<file path="src/design/unbl_map.svh">
`ifndef UNBL_MAP_SVH
`define UNBL_MAP_SVH
// Register word indices on the register port
`define UNBL_CTRL3_IDX 8'h06
`define UNBL_DATA_IDX 8'h07
`define UNBL_IRQ_STAT_IDX 8'h10
`define UNBL_IRQ_CLR_IDX 8'h11
`define UNBL_IRQ_EN_IDX 8'h12
`define UNBL_LINE_CTRL_IDX 8'h13
// Control register three fields
`define UNBL_CTRL3_RESET 8'h00
`define UNBL_RX9_BIT 7
`define UNBL_TX9_BIT 6
`define UNBL_DIR_BIT 5
`define UNBL_INV_BIT 4
`define UNBL_OVR_EN_BIT 3
`define UNBL_NOISE_EN_BIT 2
`define UNBL_FRAME_EN_BIT 1
`define UNBL_PARITY_EN_BIT 0
`define UNBL_WR_MASK 8'h7F
`define UNBL_ERR_SRC_CNT 3
// Reset and padding values
`define UNBL_BYTE_RESET 8'h00
`define UNBL_FRAME_RESET 9'h000
`define UNBL_EV_RESET 2'h0
`define UNBL_PAD_ZERO 6'h00
// Frame layout
`define UNBL_BYTE_MSB 7
`define UNBL_NINTH_POS 8
// Line control fields (own register)
`define UNBL_LC_NINE_BIT 0
`define UNBL_LC_LOOP_BIT 1
`define UNBL_LC_SRC_BIT 2
`define UNBL_LC_MASK 8'h07
// Event status layout
`define UNBL_EV_WIDTH 2
`define UNBL_EV_OVR 0
`define UNBL_EV_ERR 1
`endif

</file>
<file path="src/design/unbl_pkg.sv">
package unbl_pkg;
  typedef logic [7:0] unbl_byte_t;
  typedef logic [8:0] unbl_frame_t;
endpackage

</file>
<file path="src/design/unbl_ctrl.sv">
// Contract
// - In 9-bit mode, bit 7 shows the ninth received bit above the byte.
// - In 9-bit mode, data write loads ninth bit 6 plus byte into shifter.
// - Ninth transmit bit persists across data buffer writes.
// - In single-wire mode, bit 5 sets transmit pin direction, 1 output.
// - Bit 4 inverts every transmit output level when set.
// - Control register three at offset 6, all bits reset to zero.
// - Bit 3 gates overrun flag onto interrupt request.
// - Bits 2,1,0 gate noise, framing and parity flag interrupt requests.
`timescale 1ns/1ns
`default_nettype none
`include "unbl_map.svh"
module unbl_ctrl (
  // Clock and reset
  input wire logic clk_i,
  input wire logic srst_i,
  // Register port
  input wire logic [7:0] addr_i,
  input wire logic [7:0] wdata_i,
  input wire logic wr_i,
  input wire logic rd_i,
  output logic [7:0] rdata_o,
  // Receiver side
  input wire logic rx_load_i,
  input wire logic [8:0] rx_frame_i,
  input wire logic overrun_flag_i,
  input wire logic noise_flag_i,
  input wire logic framing_fault_flag_i,
  input wire logic parity_fault_flag_i,
  output logic data_read_o,
  // Transmitter side
  output logic tx_load_o,
  output logic [8:0] tx_frame_o,
  input wire logic tx_line_i,
  // Transmit pin
  output logic txd_o,
  output logic txd_oe_o,
  // Interrupt
  output logic irq_o
);

  logic [7:0] ctrl3_reg, ctrl3_next;
  logic [7:0] rxbuf_reg, rxbuf_next;
  logic [7:0] line_reg, line_next;
  logic [`UNBL_EV_WIDTH-1:0] stat_reg, stat_next;
  logic [`UNBL_EV_WIDTH-1:0] en_reg, en_next;
  logic [7:0] rdata_reg, rdata_next;
  logic tx_load_reg, tx_load_next;
  unbl_pkg::unbl_frame_t tx_frame_reg, tx_frame_next;
  logic nine_bit, single_wire, ovr_req, err_req;
  logic [`UNBL_EV_WIDTH-1:0] ev_raw, ev_prev_reg, ev_prev_next, ev_rise;
  logic [`UNBL_ERR_SRC_CNT-1:0] err_flag, err_en, err_gated;

  // Register address match
  function automatic logic hit(input logic [7:0] a, input logic [7:0] idx);
    hit = (a == idx);
  endfunction

  // Mode decode from line control
  assign nine_bit = line_reg[`UNBL_LC_NINE_BIT];
  assign single_wire = line_reg[`UNBL_LC_LOOP_BIT] & line_reg[`UNBL_LC_SRC_BIT];

  // Overrun request gated by its enable
  // overrun enable gate
  assign ovr_req = ctrl3_reg[`UNBL_OVR_EN_BIT] & overrun_flag_i;

  // Error flags in enable bit order: noise, framing, parity
  assign err_flag = {noise_flag_i, framing_fault_flag_i, parity_fault_flag_i};
  assign err_en = ctrl3_reg[`UNBL_NOISE_EN_BIT:`UNBL_PARITY_EN_BIT];

  // One gate per error source
  // error enable gates
  genvar gi;
  generate
    for (gi = 0; gi < `UNBL_ERR_SRC_CNT; gi++) begin : g_err_gate
      assign err_gated[gi] = err_en[gi] & err_flag[gi];
    end
  endgenerate

  // Any enabled error raises the shared error request
  assign err_req = |err_gated;
  assign ev_raw = {err_req, ovr_req};
  // Only a new request sets status, so a held flag counts once
  assign ev_rise = ev_raw & ~ev_prev_reg;

  // Control register three and receive buffer next state
  always_comb begin
    ctrl3_next = ctrl3_reg;
    rxbuf_next = rxbuf_reg;
    // receive ninth bit zero in 8-bit mode
    if (rx_load_i) begin
      rxbuf_next = rx_frame_i[`UNBL_BYTE_MSB:0];
      ctrl3_next[`UNBL_RX9_BIT] = nine_bit & rx_frame_i[`UNBL_NINTH_POS];
    end
    // Receive-only bit 7 stays out of the write mask
    if (wr_i && hit(addr_i, `UNBL_CTRL3_IDX)) begin
      ctrl3_next = (ctrl3_next & ~`UNBL_WR_MASK) | (wdata_i & `UNBL_WR_MASK);
    end
  end

  // Transmit load next state
  // load nine-bit frame on data write
  // ninth bit dropped in 8-bit mode
  always_comb begin
    tx_load_next = 1'b0;
    tx_frame_next = tx_frame_reg;
    if (wr_i && hit(addr_i, `UNBL_DATA_IDX)) begin
      tx_load_next = 1'b1;
      tx_frame_next = {nine_bit & ctrl3_reg[`UNBL_TX9_BIT], wdata_i};
    end
  end

  // Line control next state
  always_comb begin
    line_next = line_reg;
    if (wr_i && hit(addr_i, `UNBL_LINE_CTRL_IDX)) begin
      line_next = wdata_i & `UNBL_LC_MASK;
    end
  end

  // Interrupt enable, status and edge detector next state
  always_comb begin
    en_next = en_reg;
    stat_next = stat_reg;
    ev_prev_next = ev_raw;
    if (wr_i && hit(addr_i, `UNBL_IRQ_EN_IDX)) begin
      en_next = wdata_i[`UNBL_EV_WIDTH-1:0];
    end
    if (wr_i && hit(addr_i, `UNBL_IRQ_CLR_IDX)) begin
      stat_next = stat_next & ~wdata_i[`UNBL_EV_WIDTH-1:0];
    end
    // Set wins over clear in the same cycle
    stat_next = stat_next | ev_rise;
  end

  // Read data, one cycle after strobe, zero otherwise
  always_comb begin
    rdata_next = `UNBL_BYTE_RESET;
    if (rd_i) begin
      if (hit(addr_i, `UNBL_CTRL3_IDX)) begin
        rdata_next = ctrl3_reg;
      end else if (hit(addr_i, `UNBL_DATA_IDX)) begin
        rdata_next = rxbuf_reg;
      end else if (hit(addr_i, `UNBL_IRQ_STAT_IDX)) begin
        rdata_next = {`UNBL_PAD_ZERO, stat_reg};
      end else if (hit(addr_i, `UNBL_IRQ_EN_IDX)) begin
        rdata_next = {`UNBL_PAD_ZERO, en_reg};
      end else if (hit(addr_i, `UNBL_LINE_CTRL_IDX)) begin
        rdata_next = line_reg;
      end
    end
  end

  // Control register three and receive buffer
  // reset to zero
  always_ff @(posedge clk_i) begin
    if (srst_i) begin
      ctrl3_reg <= `UNBL_CTRL3_RESET;
      rxbuf_reg <= `UNBL_BYTE_RESET;
    end else begin
      ctrl3_reg <= ctrl3_next;
      rxbuf_reg <= rxbuf_next;
    end
  end

  // Transmit load pulse and frame
  always_ff @(posedge clk_i) begin
    if (srst_i) begin
      tx_load_reg <= 1'b0;
      tx_frame_reg <= `UNBL_FRAME_RESET;
    end else begin
      tx_load_reg <= tx_load_next;
      tx_frame_reg <= tx_frame_next;
    end
  end

  // Line control
  always_ff @(posedge clk_i) begin
    if (srst_i) begin
      line_reg <= `UNBL_BYTE_RESET;
    end else begin
      line_reg <= line_next;
    end
  end

  // Interrupt enable, status and edge detector
  always_ff @(posedge clk_i) begin
    if (srst_i) begin
      en_reg <= `UNBL_EV_RESET;
      stat_reg <= `UNBL_EV_RESET;
      ev_prev_reg <= `UNBL_EV_RESET;
    end else begin
      en_reg <= en_next;
      stat_reg <= stat_next;
      ev_prev_reg <= ev_prev_next;
    end
  end

  // Read data register
  always_ff @(posedge clk_i) begin
    if (srst_i) begin
      rdata_reg <= `UNBL_BYTE_RESET;
    end else begin
      rdata_reg <= rdata_next;
    end
  end

  // Outputs
  assign rdata_o = rdata_reg;
  assign tx_load_o = tx_load_reg;
  assign tx_frame_o = tx_frame_reg;
  // buffer read marks flag sequence done
  assign data_read_o = rd_i & hit(addr_i, `UNBL_DATA_IDX);
  assign txd_o = tx_line_i ^ ctrl3_reg[`UNBL_INV_BIT];
  assign txd_oe_o = single_wire ? ctrl3_reg[`UNBL_DIR_BIT] : 1'b1;
  // Level interrupt while any enabled status bit is set
  assign irq_o = |(stat_reg & en_reg);

endmodule
`default_nettype wire

</file>
<file path="config.mk">
export PLATFORM = sky130hd
export DESIGN_NAME = unbl_ctrl
export DESIGN_NICKNAME = d
export VERILOG_FILES = /design/src/design/unbl_pkg.sv /design/src/design/unbl_ctrl.sv
export VERILOG_INCLUDE_DIRS = /design/src /design/src/design
export SDC_FILE = /design/constraint.sdc
export NUM_CORES = 1
export LEC_CHECK = 0
export BUFFER_PORTS_ARGS = -buffer_cell sky130_fd_sc_hd__buf_2
export CAP_MARGIN = 30
export CORE_MARGIN = 2
export CORE_UTILIZATION = 30
export CTS_CLUSTER_SIZE = 12
export DETAILED_ROUTE_END_ITERATION = 7
export GPL_TIMING_DRIVEN = 1
export PLACE_DENSITY = 0.51
export SYNTH_ARGS = -nofsm -noshare
export SYNTH_HDL_FRONTEND = slang
export SYNTH_SLANG_ARGS = --single-unit
</file>
<file path="constraint.sdc">
create_clock -name clk_i -period 2.2 [get_ports clk_i]
set_clock_uncertainty 0.1 [all_clocks]
set_input_delay 0.66 -clock clk_i [delete_from_list [all_inputs] [get_ports clk_i]]
set_output_delay 0.66 -clock clk_i [all_outputs]
set_load 0.02 [all_outputs]
</file>
==> impl_summary.txt, run 1 <==
----------------------------------------------------
[Run status]
  Outcome ... finished with violations
  Failing checks ... negative setup slack

[Place]
  Cell area after placement ... 0.00212 sq mm
  DP Worst Slack ... -181 ps
  # port buffers ... 56
  Cells after DPL ... 302
  Placer congestion estimate ... 0.812
  HPWL after detailed placement ... 3010 microns

[Logic synthesis]
  Most frequently used flop master after synthesis ... sky130_fd_sc_hd__dfxtp_1
  Most frequently used cell type in the post-synthesis netlist ... sky130_fd_sc_hd__dfxtp_1
  Synthesized netlist net count ... 213
  Number of enable flip-flop cells after synthesis ... 0
  Post-synthesis cell count ... 178
  Dominant cells by area after synthesis ... sky130_fd_sc_hd__dfxtp_1 49%, sky130_fd_sc_hd__mux2i_1 20%, sky130_fd_sc_hd__nor2_1 8.4%, sky130_fd_sc_hd__nand3_1 2.0%, sky130_fd_sc_hd__nor2b_1 1.4%
  Commonest cells post-synth ... 43 x sky130_fd_sc_hd__dfxtp_1, 39 x sky130_fd_sc_hd__nor2_1, 35 x sky130_fd_sc_hd__mux2i_1
  Area share of the largest cell type after synthesis ... 0.491
  Number of different library cells in the post-synthesis netlist ... 32
  Area leader, netlist ... sky130_fd_sc_hd__dfxtp_1
  Number of storage elements in the synthesis netlist ... 43
  FFs w/ async S/R, synth ... 0
  Netlist area before placement ... 0.00175 sq mm
  Fraction of the yosys area taken by sequential cells ... 0.491
  Yosys warns ... 0
  Post-synthesis area per instance ... 9.84 sq um

[Routing]
  First drt pass iteration count ... 5
  Number of nets with antenna violations after detailed routing ... 0
  Detailed-route via count ... 1398
  Number of remaining DRC errors ... 0
  Vias per inst ... 4.51
  Final routed wire length divided by cell count ... 13.4 microns
  Starting DRC count in detailed routing ... 47
  Final Routed Wirelength ... 4150 microns

[Floorplan]
  Number of core rows ... 27
  Vertical die dimension ... 80.4 microns
  Initial Utilization ... 0.314
  Core ar. ... 0.00557 sq mm
  Total Die Area ... 0.00647 sq mm
  Die width ... 80.4 microns
  Number of placed I/O pins ... 57

[Min path]
  WHS Path Cells ... 2
  End of the worst hold path ... tx_frame_o[8]
  Launch point of the worst hold path ... tx_frame_o[8]
  Path class of the lowest-slack min-delay path ... flop to flop

[Clock tree]
  Clock tree root buffer cell ... sky130_fd_sc_hd__clkbuf_8
  H-tree Lvls ... 2
  Count of buffers added by post-CTS timing repair for setup ... 0
  CTS tree ... done
  Register clock-pin slew on the reported worst setup and hold paths ... 80 ps
  Clock sinks ... 43
  Latest clock arrival within the worst-skew pair ... 300 ps
  Maximum clock insertion buffer count ... 2
  Total clock buffers created by CTS ... 5

[GRT]
  Maximum number of pins on one net before global-route repair ... 20
  Total gr overflow ... 0
  Number of global-route vias before repair ... 1316
  Wire length of the first global-routing pass ... 6580 microns
  Initial antenna violation count ... 0
  GRT Resource Usage Total ... 0.136

[Final layout]
  Final layout net count ... 272
  Ant. Diodes ... 0
  Seq. cell area ... 861 sq um
  Number of cells in the finished layout apart from fillers ... 310
  Post-route standard cell area excluding fillers ... 0.00226 sq mm
  Share of final-layout standard cells stronger than drive strength 1 ... 0.340
  Area taken by multi-input logic gates ... 826 sq um
  Area growth from synthesis to layout ... 29.3%
  Count of filler cells inserted in the layout ... 575
  Max FFs per register ... 9

[Timing]
  Final min period ... 2310 ps
  Final Worst Setup Slack ... -108 ps
  Transition time at the pin with the least slew margin ... 384 ps
  Max-Slew Margin vs Limit ... 0.744
  Maximum clock frequency ... 0.433 GHz
  Setup repair after global routing missed its margin ... yes
  Hold violation total from the final report ... 0
  Post-route fraction of the period consumed by the critical path ... 1.05
  Accumulated negative setup slack ... -108 ps
  Setup-violating endpoint count in the final report ... 1
  Final-report max-slew violation count ... 0

[Power]
  Ratio of total power to cell area ... 688 mW/mm^2
  Worst-case vdd ir drop ... 0.283 mV
  Design Power ... 1.56 mW
  Leakage dissipation ... 1.07 nW

[Worst setup path]
  Reg-to-reg endpoint ... stat_reg[1]
  Most frequent CP cell ... sky130_fd_sc_hd__buf_6
  WP data arrival ... 1550 ps
  Kind of critical path ... primary input to output pin
  Flop2flop setup slack ... 940 ps
  Worst flop-to-flop path startpoint ... ctrl3_reg[0]
  Maximum fanout along the worst path ... 2
  Capturing element type of the critical path ... output pin
  FF-to-FF path depth ... 3
  Cell-by-cell listing of the critical path ... buf_6, nor4_4, and2_4, and4_4, buf_6
  Critical Path Start Type ... primary input
  Max stage delay on crit path ... 280 ps
  Worst path slowest cell ... sky130_fd_sc_hd__nor4_4
  Required @ worst endpoint ... 1440 ps

[Flow run]
  Max-cap violations ... 0

----------------------------------------------------
worst max-delay path by stage:
stage	from	endpoint	slack [ps]	depth (start not counted)
finish	addr_i[5]	data_read_o	-110	5
detailed placement	addr_i[6]	data_read_o	-180	5
global placement	addr_i[6]	data_read_o	-160	5
floorplan	addr_i[6]	data_read_o	-90	4
CTS	addr_i[3]	data_read_o	-120	5
global route	addr_i[5]	data_read_o	-150	5
cells in the final DEF, fill, tap and decap left out, drive strengths merged, types with 3 or more instances in the layout:
cell type	synthesis	layout
nand4	3	3
nor2b	4	4
mux2i	35	35
nor2	39	39
inv	2	3
o21ai	3	3
nand3	7	7
nand2b	3	3
nand2	4	4
dfxtp	43	43
clkbuf	3	6
and3	3	3
buf	9	64
timing repair:
item	CTS	global route
endpoints found under the setup margin	1	1
resized for setup	5	0
hold buffers	0	0
pin swaps	2	2
metal layers:
layer | vias to the layer above | GRT usage | routed length (microns)
met5 | - | 0 | 0
met2 | 36 | 0.208 | 1870
met4 | 0 | 0.0559 | 44
met1 | 628 | 0.181 | 2000
met3 | 2 | 0.0371 | 232
li1 | 732 | - | -
area by class of cell:
cell class | instances | area share
well taps | 72 | 0.0398
repair buffers | 64 | 0.159
flip-flops and latches | 43 | 0.380
clock buffers | 6 | 0.0365
inverters | 2 | 0.00331
clock inverters | 2 | 0.0171
multi-input cells | 121 | 0.365
stage by stage:
stage	utilization	hold slack (ps)
3_3_place_gp	0.381	355
2_1_floorplan	-	345
3_5_place_dp	0.381	348
4_1_cts	0.406	361
6_report	0.406	365
5_1_grt	0.406	389
worst max-delay path, delay by kind of cell:
family	cells	cell delay (ps)
simple gates	3	680
buf+inv	2	210
cell families (layout without fill, tap and decap cells):
family | after synthesis | in the layout | synth area share
compound gates | 14 | 14 | 0.0636
xor+xnor | 1 | 1 | 0.00500
buf+inv | 14 | 74 | 0.0393
flops | 43 | 43 | 0.491
mux | 35 | 35 | 0.200
simple gates | 71 | 71 | 0.201
report_power, final:
group	internal (mW)	total, mW	switching, mW
registers	0.787	0.791	0.00451
clock network	0.374	0.655	0.282
logic	0.0522	0.111	0.0584
Note: power is estimated with default switching activity, not from simulation.
==> inputs of run 2 (changes only) <==
--- a/config.mk
+++ b/config.mk
@@ -9,11 +9,11 @@
 export BUFFER_PORTS_ARGS = -buffer_cell sky130_fd_sc_hd__buf_2
 export CAP_MARGIN = 30
 export CORE_MARGIN = 2
-export CORE_UTILIZATION = 30
+export CORE_UTILIZATION = 45
 export CTS_CLUSTER_SIZE = 12
 export DETAILED_ROUTE_END_ITERATION = 7
 export GPL_TIMING_DRIVEN = 1
-export PLACE_DENSITY = 0.51
+export PLACE_DENSITY = 0.72
 export SYNTH_ARGS = -nofsm -noshare
 export SYNTH_HDL_FRONTEND = slang
 export SYNTH_SLANG_ARGS = --single-unit
==> impl_summary.txt, run 2 (synthesis results as in run 1) <==
----------------------------------------------------
[Final layout]
  Core occupancy in the finished layout ... 0.600
  Most common cell after layout, fill and taps aside ... sky130_fd_sc_hd__buf_2
  Post-route standard cell area excluding fillers ... 0.00221 sq mm
  Most frequent cells in the layout ... 53 x sky130_fd_sc_hd__buf_2, 43 x sky130_fd_sc_hd__dfxtp_1, 39 x sky130_fd_sc_hd__nor2_1
  Ant. Diodes ... 0
  Area growth from synthesis to layout ... 26.4%
  Final layout net count ... 274
  Share of final-layout standard cells stronger than drive strength 1 ... 0.342
  Max FFs per register ... 9

[Worst setup path]
  Kind of critical path ... primary input to output pin
  Capturing element type of the critical path ... output pin
  Worst path slowest cell ... sky130_fd_sc_hd__nor4_4
  Most frequent CP cell ... sky130_fd_sc_hd__buf_6
  WP data arrival ... 1530 ps
  FF-to-FF path depth ... 3
  Largest delay contributor family on the critical path ... simple AND/OR/NAND/NOR gates
  Critical path depth in cells ... 5
  Crit path buf inv count ... 2
  Max stage delay on crit path ... 270 ps
  Required @ worst endpoint ... 1440 ps
  Cell-by-cell listing of the critical path ... buf_6, nor4_4, and2_4, and4_4, buf_6
  Critical Path Start Type ... primary input
  Maximum fanout along the worst path ... 2

[GRT]
  Wire length of the first global-routing pass ... 6040 microns
  Initial antenna violation count ... 0
  Number of global-route vias before repair ... 1319
  GRT Resource Usage Total ... 0.180
  Total gr overflow ... 0
  Maximum number of pins on one net before global-route repair ... 16

[Timing]
  Max-Slew Margin vs Limit ... 0.752
  Transition time at the pin with the least slew margin ... 372 ps
  Final min period ... 2290 ps
  Post-route fraction of the period consumed by the critical path ... 1.04
  Final Worst Setup Slack ... -87.2 ps
  Setup repair after global routing missed its margin ... yes
  Setup-violating endpoint count in the final report ... 1
  Final-report max-slew violation count ... 0
  Maximum clock frequency ... 0.437 GHz
  Hold violation total from the final report ... 0
  Worst Hold Margin ... 371 ps

[Min path]
  Path class of the lowest-slack min-delay path ... flop to flop
  WHS Path Cells ... 2

[Clock tree]
  CTS tree ... done
  Latest clock arrival within the worst-skew pair ... 290 ps
  Register clock-pin slew on the reported worst setup and hold paths ... 80 ps
  Clock tree root buffer cell ... sky130_fd_sc_hd__clkbuf_8
  Hold-fix buffers, CTS ... 0
  Clock sinks ... 43
  H-tree Lvls ... 2
  Maximum clock insertion buffer count ... 2
  Total clock buffers created by CTS ... 5

[Floorplan]
  Initial Utilization ... 0.475
  Vertical die dimension ... 66.4 microns
  Die width ... 66.4 microns
  Total Die Area ... 0.00441 sq mm
  Number of core rows ... 22
  Number of placed I/O pins ... 57
  Core ar. ... 0.00369 sq mm

[Routing]
  Number of remaining DRC errors ... 0
  Final routed wire length divided by cell count ... 12.9 microns
  First drt pass iteration count ... 4
  Number of nets with antenna violations after detailed routing ... 0
  Detailed-route via count ... 1450
  Final Routed Wirelength ... 3710 microns
  Starting DRC count in detailed routing ... 77
  Vias per inst ... 5.03

[Power]
  Leakage dissipation ... 1.06 nW
  Net switching power of the design ... 319 uW
  Worst-case vdd ir drop ... 0.411 mV
  Clock power frac ... 0.346
  Ratio of total power to cell area ... 624 mW/mm^2
  Proportion of total power due to net switching ... 0.231
  Total internal power ... 1.06 mW
  Design Power ... 1.38 mW
  Part of the power in registers ... 0.573
  Relative contribution of combinational cells to total power ... 0.081

[Run status]
  Outcome ... finished with violations
  Failing checks ... negative setup slack

[Place]
  Placer congestion estimate ... 0.822
  Cell area after placement ... 0.00209 sq mm
  HPWL after detailed placement ... 2780 microns
  # port buffers ... 56

[Flow run]
  Max-cap violations ... 0

----------------------------------------------------
run 2: changes by cell type in the layout (fill, tap and decap cells not counted):
cell / previous run / this run
sky130_fd_sc_hd__clkbuf_1: 0 / 1
sky130_fd_sc_hd__bufinv_16: 1 / 0
sky130_fd_sc_hd__clkinvlp_4: 0 / 1
sky130_fd_sc_hd__inv_6: 1 / 0
sky130_fd_sc_hd__clkinv_2: 0 / 1
sky130_fd_sc_hd__buf_4: 8 / 10
sky130_fd_sc_hd__clkbuf_8: 6 / 5
run 2: power groups by stage:
| stage | logic (mW) | registers [mW] | clock network, mW |
|---|---|---|---|
| finish | 0.111 | 0.792 | 0.478 |
| global placement | 0.107 | 0.810 | 0 |
| detailed placement | 0.108 | 0.810 | 0 |
| global route | 0.123 | 0.792 | 0.524 |
| floorplan | 0.0539 | 0.809 | 0 |
| CTS | 0.112 | 0.792 | 0.490 |
run 2: worst min-delay path: stages, from the launching register on:
cell and delay [ps]:
sky130_fd_sc_hd__dfxtp_1 320, sky130_fd_sc_hd__nand2_1 50, sky130_fd_sc_hd__a21oi_1 50
run 2: stage by stage:
stage / worst slack, ps / setup TNS [ps] / instances
2_1_floorplan: -85.1 / -85.1 / 178
3_3_place_gp: -144 / -144 / 278
3_5_place_dp: -151 / -151 / 278
4_1_cts: -95.8 / -95.8 / 287
5_1_grt: -127 / -127 / 288
6_report: -87.2 / -87.2 / 288
run 2: layer usage:
| layer | share of wire | up-vias | track usage |
|---|---|---|---|
| met5 | 0 | - | 0 |
| met4 | 0.0062 | 0 | 0.0383 |
| met3 | 0.055 | 4 | 0.0545 |
| met2 | 0.45 | 46 | 0.273 |
| met1 | 0.49 | 665 | 0.252 |
| li1 | - | 735 | - |
run 2: layout make-up:
type	instances	area, sq um
Clock buffer	6	72.6
Inverter	2	7.51
Clock inverter	2	12.5
Fill cell	348	1480
Multi-Input combinational cell	121	826
Timing Repair Buffer	66	374
Sequential cell	43	861
Tap cell	48	60.1
run 2: final timing paths:
path	end	slack [ps]	startpoint
max	data_read_o	-90	addr_i[5]
min	tx_frame_o[8]	370	tx_frame_o[8]
max reg2reg	stat_reg[1]	940	ctrl3_reg[0]
min reg2reg	tx_frame_o[8]	370	tx_frame_o[8]
run 2: repair_timing:
| action | CTS | global route |
|---|---|---|
| gates resized for setup | 5 | 0 |
| pin swaps | 2 | 2 |
| buffers inserted | 1 | 1 |
| endpoints found under the setup margin | 1 | 1 |
| hold endpoints to repair | 0 | 0 |
==> inputs of run 3 (changes only) <==
--- a/config.mk
+++ b/config.mk
@@ -14,6 +14,7 @@
 export DETAILED_ROUTE_END_ITERATION = 7
 export GPL_TIMING_DRIVEN = 1
 export PLACE_DENSITY = 0.72
+export REMOVE_ABC_BUFFERS = 1
 export SYNTH_ARGS = -nofsm -noshare
 export SYNTH_HDL_FRONTEND = slang
 export SYNTH_SLANG_ARGS = --single-unit
==> impl_summary.txt, run 3 (synthesis results as in run 1) <==
----------------------------------------------------
[Flow run]
  Max-cap violations ... 0

[Floorplan]
  Core ar. ... 0.00369 sq mm
  Initial Utilization ... 0.475
  Total Die Area ... 0.00441 sq mm
  Vertical die dimension ... 66.4 microns
  Die width ... 66.4 microns
  Number of placed I/O pins ... 57
  Number of core rows ... 22

[Place]
  Placer congestion estimate ... 0.870
  # port buffers ... 56
  Cells after DPL ... 278
  HPWL after detailed placement ... 2910 microns

[GRT]
  GRT Resource Usage Total ... 0.202
  Initial antenna violation count ... 0
  Number of global-route vias before repair ... 1414
  Maximum number of pins on one net before global-route repair ... 27
  Wire length of the first global-routing pass ... 6420 microns
  Total gr overflow ... 0

[Final layout]
  Number of cells in the finished layout apart from fillers ... 288
  Most common cell after layout, fill and taps aside ... sky130_fd_sc_hd__buf_2
  Area growth from synthesis to layout ... 27.9%
  Share of final-layout standard cells stronger than drive strength 1 ... 0.346
  Most frequent cells in the layout ... 53 x sky130_fd_sc_hd__buf_2, 43 x sky130_fd_sc_hd__dfxtp_1, 39 x sky130_fd_sc_hd__nor2_1
  Max FFs per register ... 9
  Ant. Diodes ... 0
  Final layout net count ... 274

[Routing]
  Number of remaining DRC errors ... 0
  Met3 WL ... 232 microns
  First drt pass iteration count ... 4
  Starting DRC count in detailed routing ... 82
  Final Routed Wirelength ... 3950 microns
  Length of routed met2 wiring ... 1930 microns
  DRT met1 WL ... 1720 microns
  Number of nets with antenna violations after detailed routing ... 0
  Detailed-route via count ... 1469
  Max Used Layer ... met4
  Final routed wire length divided by cell count ... 13.7 microns
  Vias per inst ... 5.10

[Worst setup path]
  Critical Path Start Type ... primary input
  FF-to-FF path depth ... 3
  Capturing element type of the critical path ... output pin
  Most frequent CP cell ... sky130_fd_sc_hd__buf_6
  Worst path slowest cell ... sky130_fd_sc_hd__nor4_4
  WP data arrival ... 1550 ps
  Maximum fanout along the worst path ... 2
  Max stage delay on crit path ... 270 ps
  Required @ worst endpoint ... 1440 ps
  Cell-by-cell listing of the critical path ... buf_6, nor4_4, and2_4, and4_4, buf_6
  Kind of critical path ... primary input to output pin

[Timing]
  Post-route fraction of the period consumed by the critical path ... 1.05
  Setup repair after global routing missed its margin ... yes
  Accumulated negative setup slack ... -109 ps
  Transition time at the pin with the least slew margin ... 348 ps
  Maximum clock frequency ... 0.433 GHz
  Final Worst Setup Slack ... -109 ps
  Final-report max-slew violation count ... 0
  Max-Slew Margin vs Limit ... 0.768
  Final min period ... 2310 ps
  Hold violation total from the final report ... 0
  Setup-violating endpoint count in the final report ... 1

[Run status]
  Outcome ... finished with violations
  Failing checks ... negative setup slack

[Clock tree]
  CTS tree ... done
  Register clock-pin slew on the reported worst setup and hold paths ... 80 ps
  Clock tree root buffer cell ... sky130_fd_sc_hd__clkbuf_8
  Clock sinks ... 43
  Maximum clock insertion buffer count ... 2
  H-tree Lvls ... 2
  Total clock buffers created by CTS ... 5
  Latest clock arrival within the worst-skew pair ... 300 ps

[Min path]
  WHS Path Cells ... 2
  Path class of the lowest-slack min-delay path ... flop to flop

[Power]
  Ratio of total power to cell area ... 675 mW/mm^2
  Design Power ... 1.51 mW
  Worst-case vdd ir drop ... 0.447 mV
  Leakage dissipation ... 1.07 nW

----------------------------------------------------
run 3: cell types whose count changed in the layout (fill, tap and decap cells not counted):
cell / delta
sky130_fd_sc_hd__bufinv_16: +1
sky130_fd_sc_hd__clkbuf_1: -1
sky130_fd_sc_hd__clkinv_4: +1
sky130_fd_sc_hd__clkinvlp_4: -1
run 3: final cells by class:
type	count	area (sq um)
Sequential cell	43	861
Multi-Input combinational cell	121	826
Inverter	2	7.51
Clock buffer	5	68.8
Timing Repair Buffer	66	374
Clock inverter	3	43.8
Fill cell	361	1450
Tap cell	48	60.1
run 3: repair_timing:
item                                    4_1_cts  5_1_grt
buffers inserted                              1        1
hold buffers                                  0        0
pin swaps                                     3        2
cloned                                        0        0
endpoints found under the setup margin        1        1
gates resized for setup                       6        0
run 3: per-stage QoR:
step	hold WS, ps	area, sq um	util	worst slack (ps)
3_3_place_gp	356	2090	0.567	-189
4_1_cts	376	2230	0.605	-115
5_1_grt	409	2240	0.608	-131
3_5_place_dp	363	2090	0.567	-207
6_report	373	2240	0.608	-109
2_1_floorplan	338	1690	-	-160
run 3: routing by layer:
metal	vias up	track usage
li1	736	-
met1	685	0.233
met2	40	0.336
met3	8	0.0681
met4	0	0.0867
met5	-	0
run 3: worst max-delay path: cells and delay by family:
family | cells | cell delay, ps
buf+inv | 2 | 210
simple gates | 3 | 680
run 3: power breakdown:
group / internal, mW / switching, mW
logic: 0.0534 / 0.0597
clock network: 0.338 / 0.271
registers: 0.787 / 0.00432
run 3: worst paths after layout:
| kind | end | slack, ps | start |
|---|---|---|---|
| setup / recovery | data_read_o | -110 | addr_i[5] |
| setup reg to reg | stat_reg[1] | 970 | ctrl3_reg[1] |
| hold / removal | tx_frame_o[8] | 370 | tx_frame_o[8] |
| hold reg to reg | tx_frame_o[8] | 370 | tx_frame_o[8] |
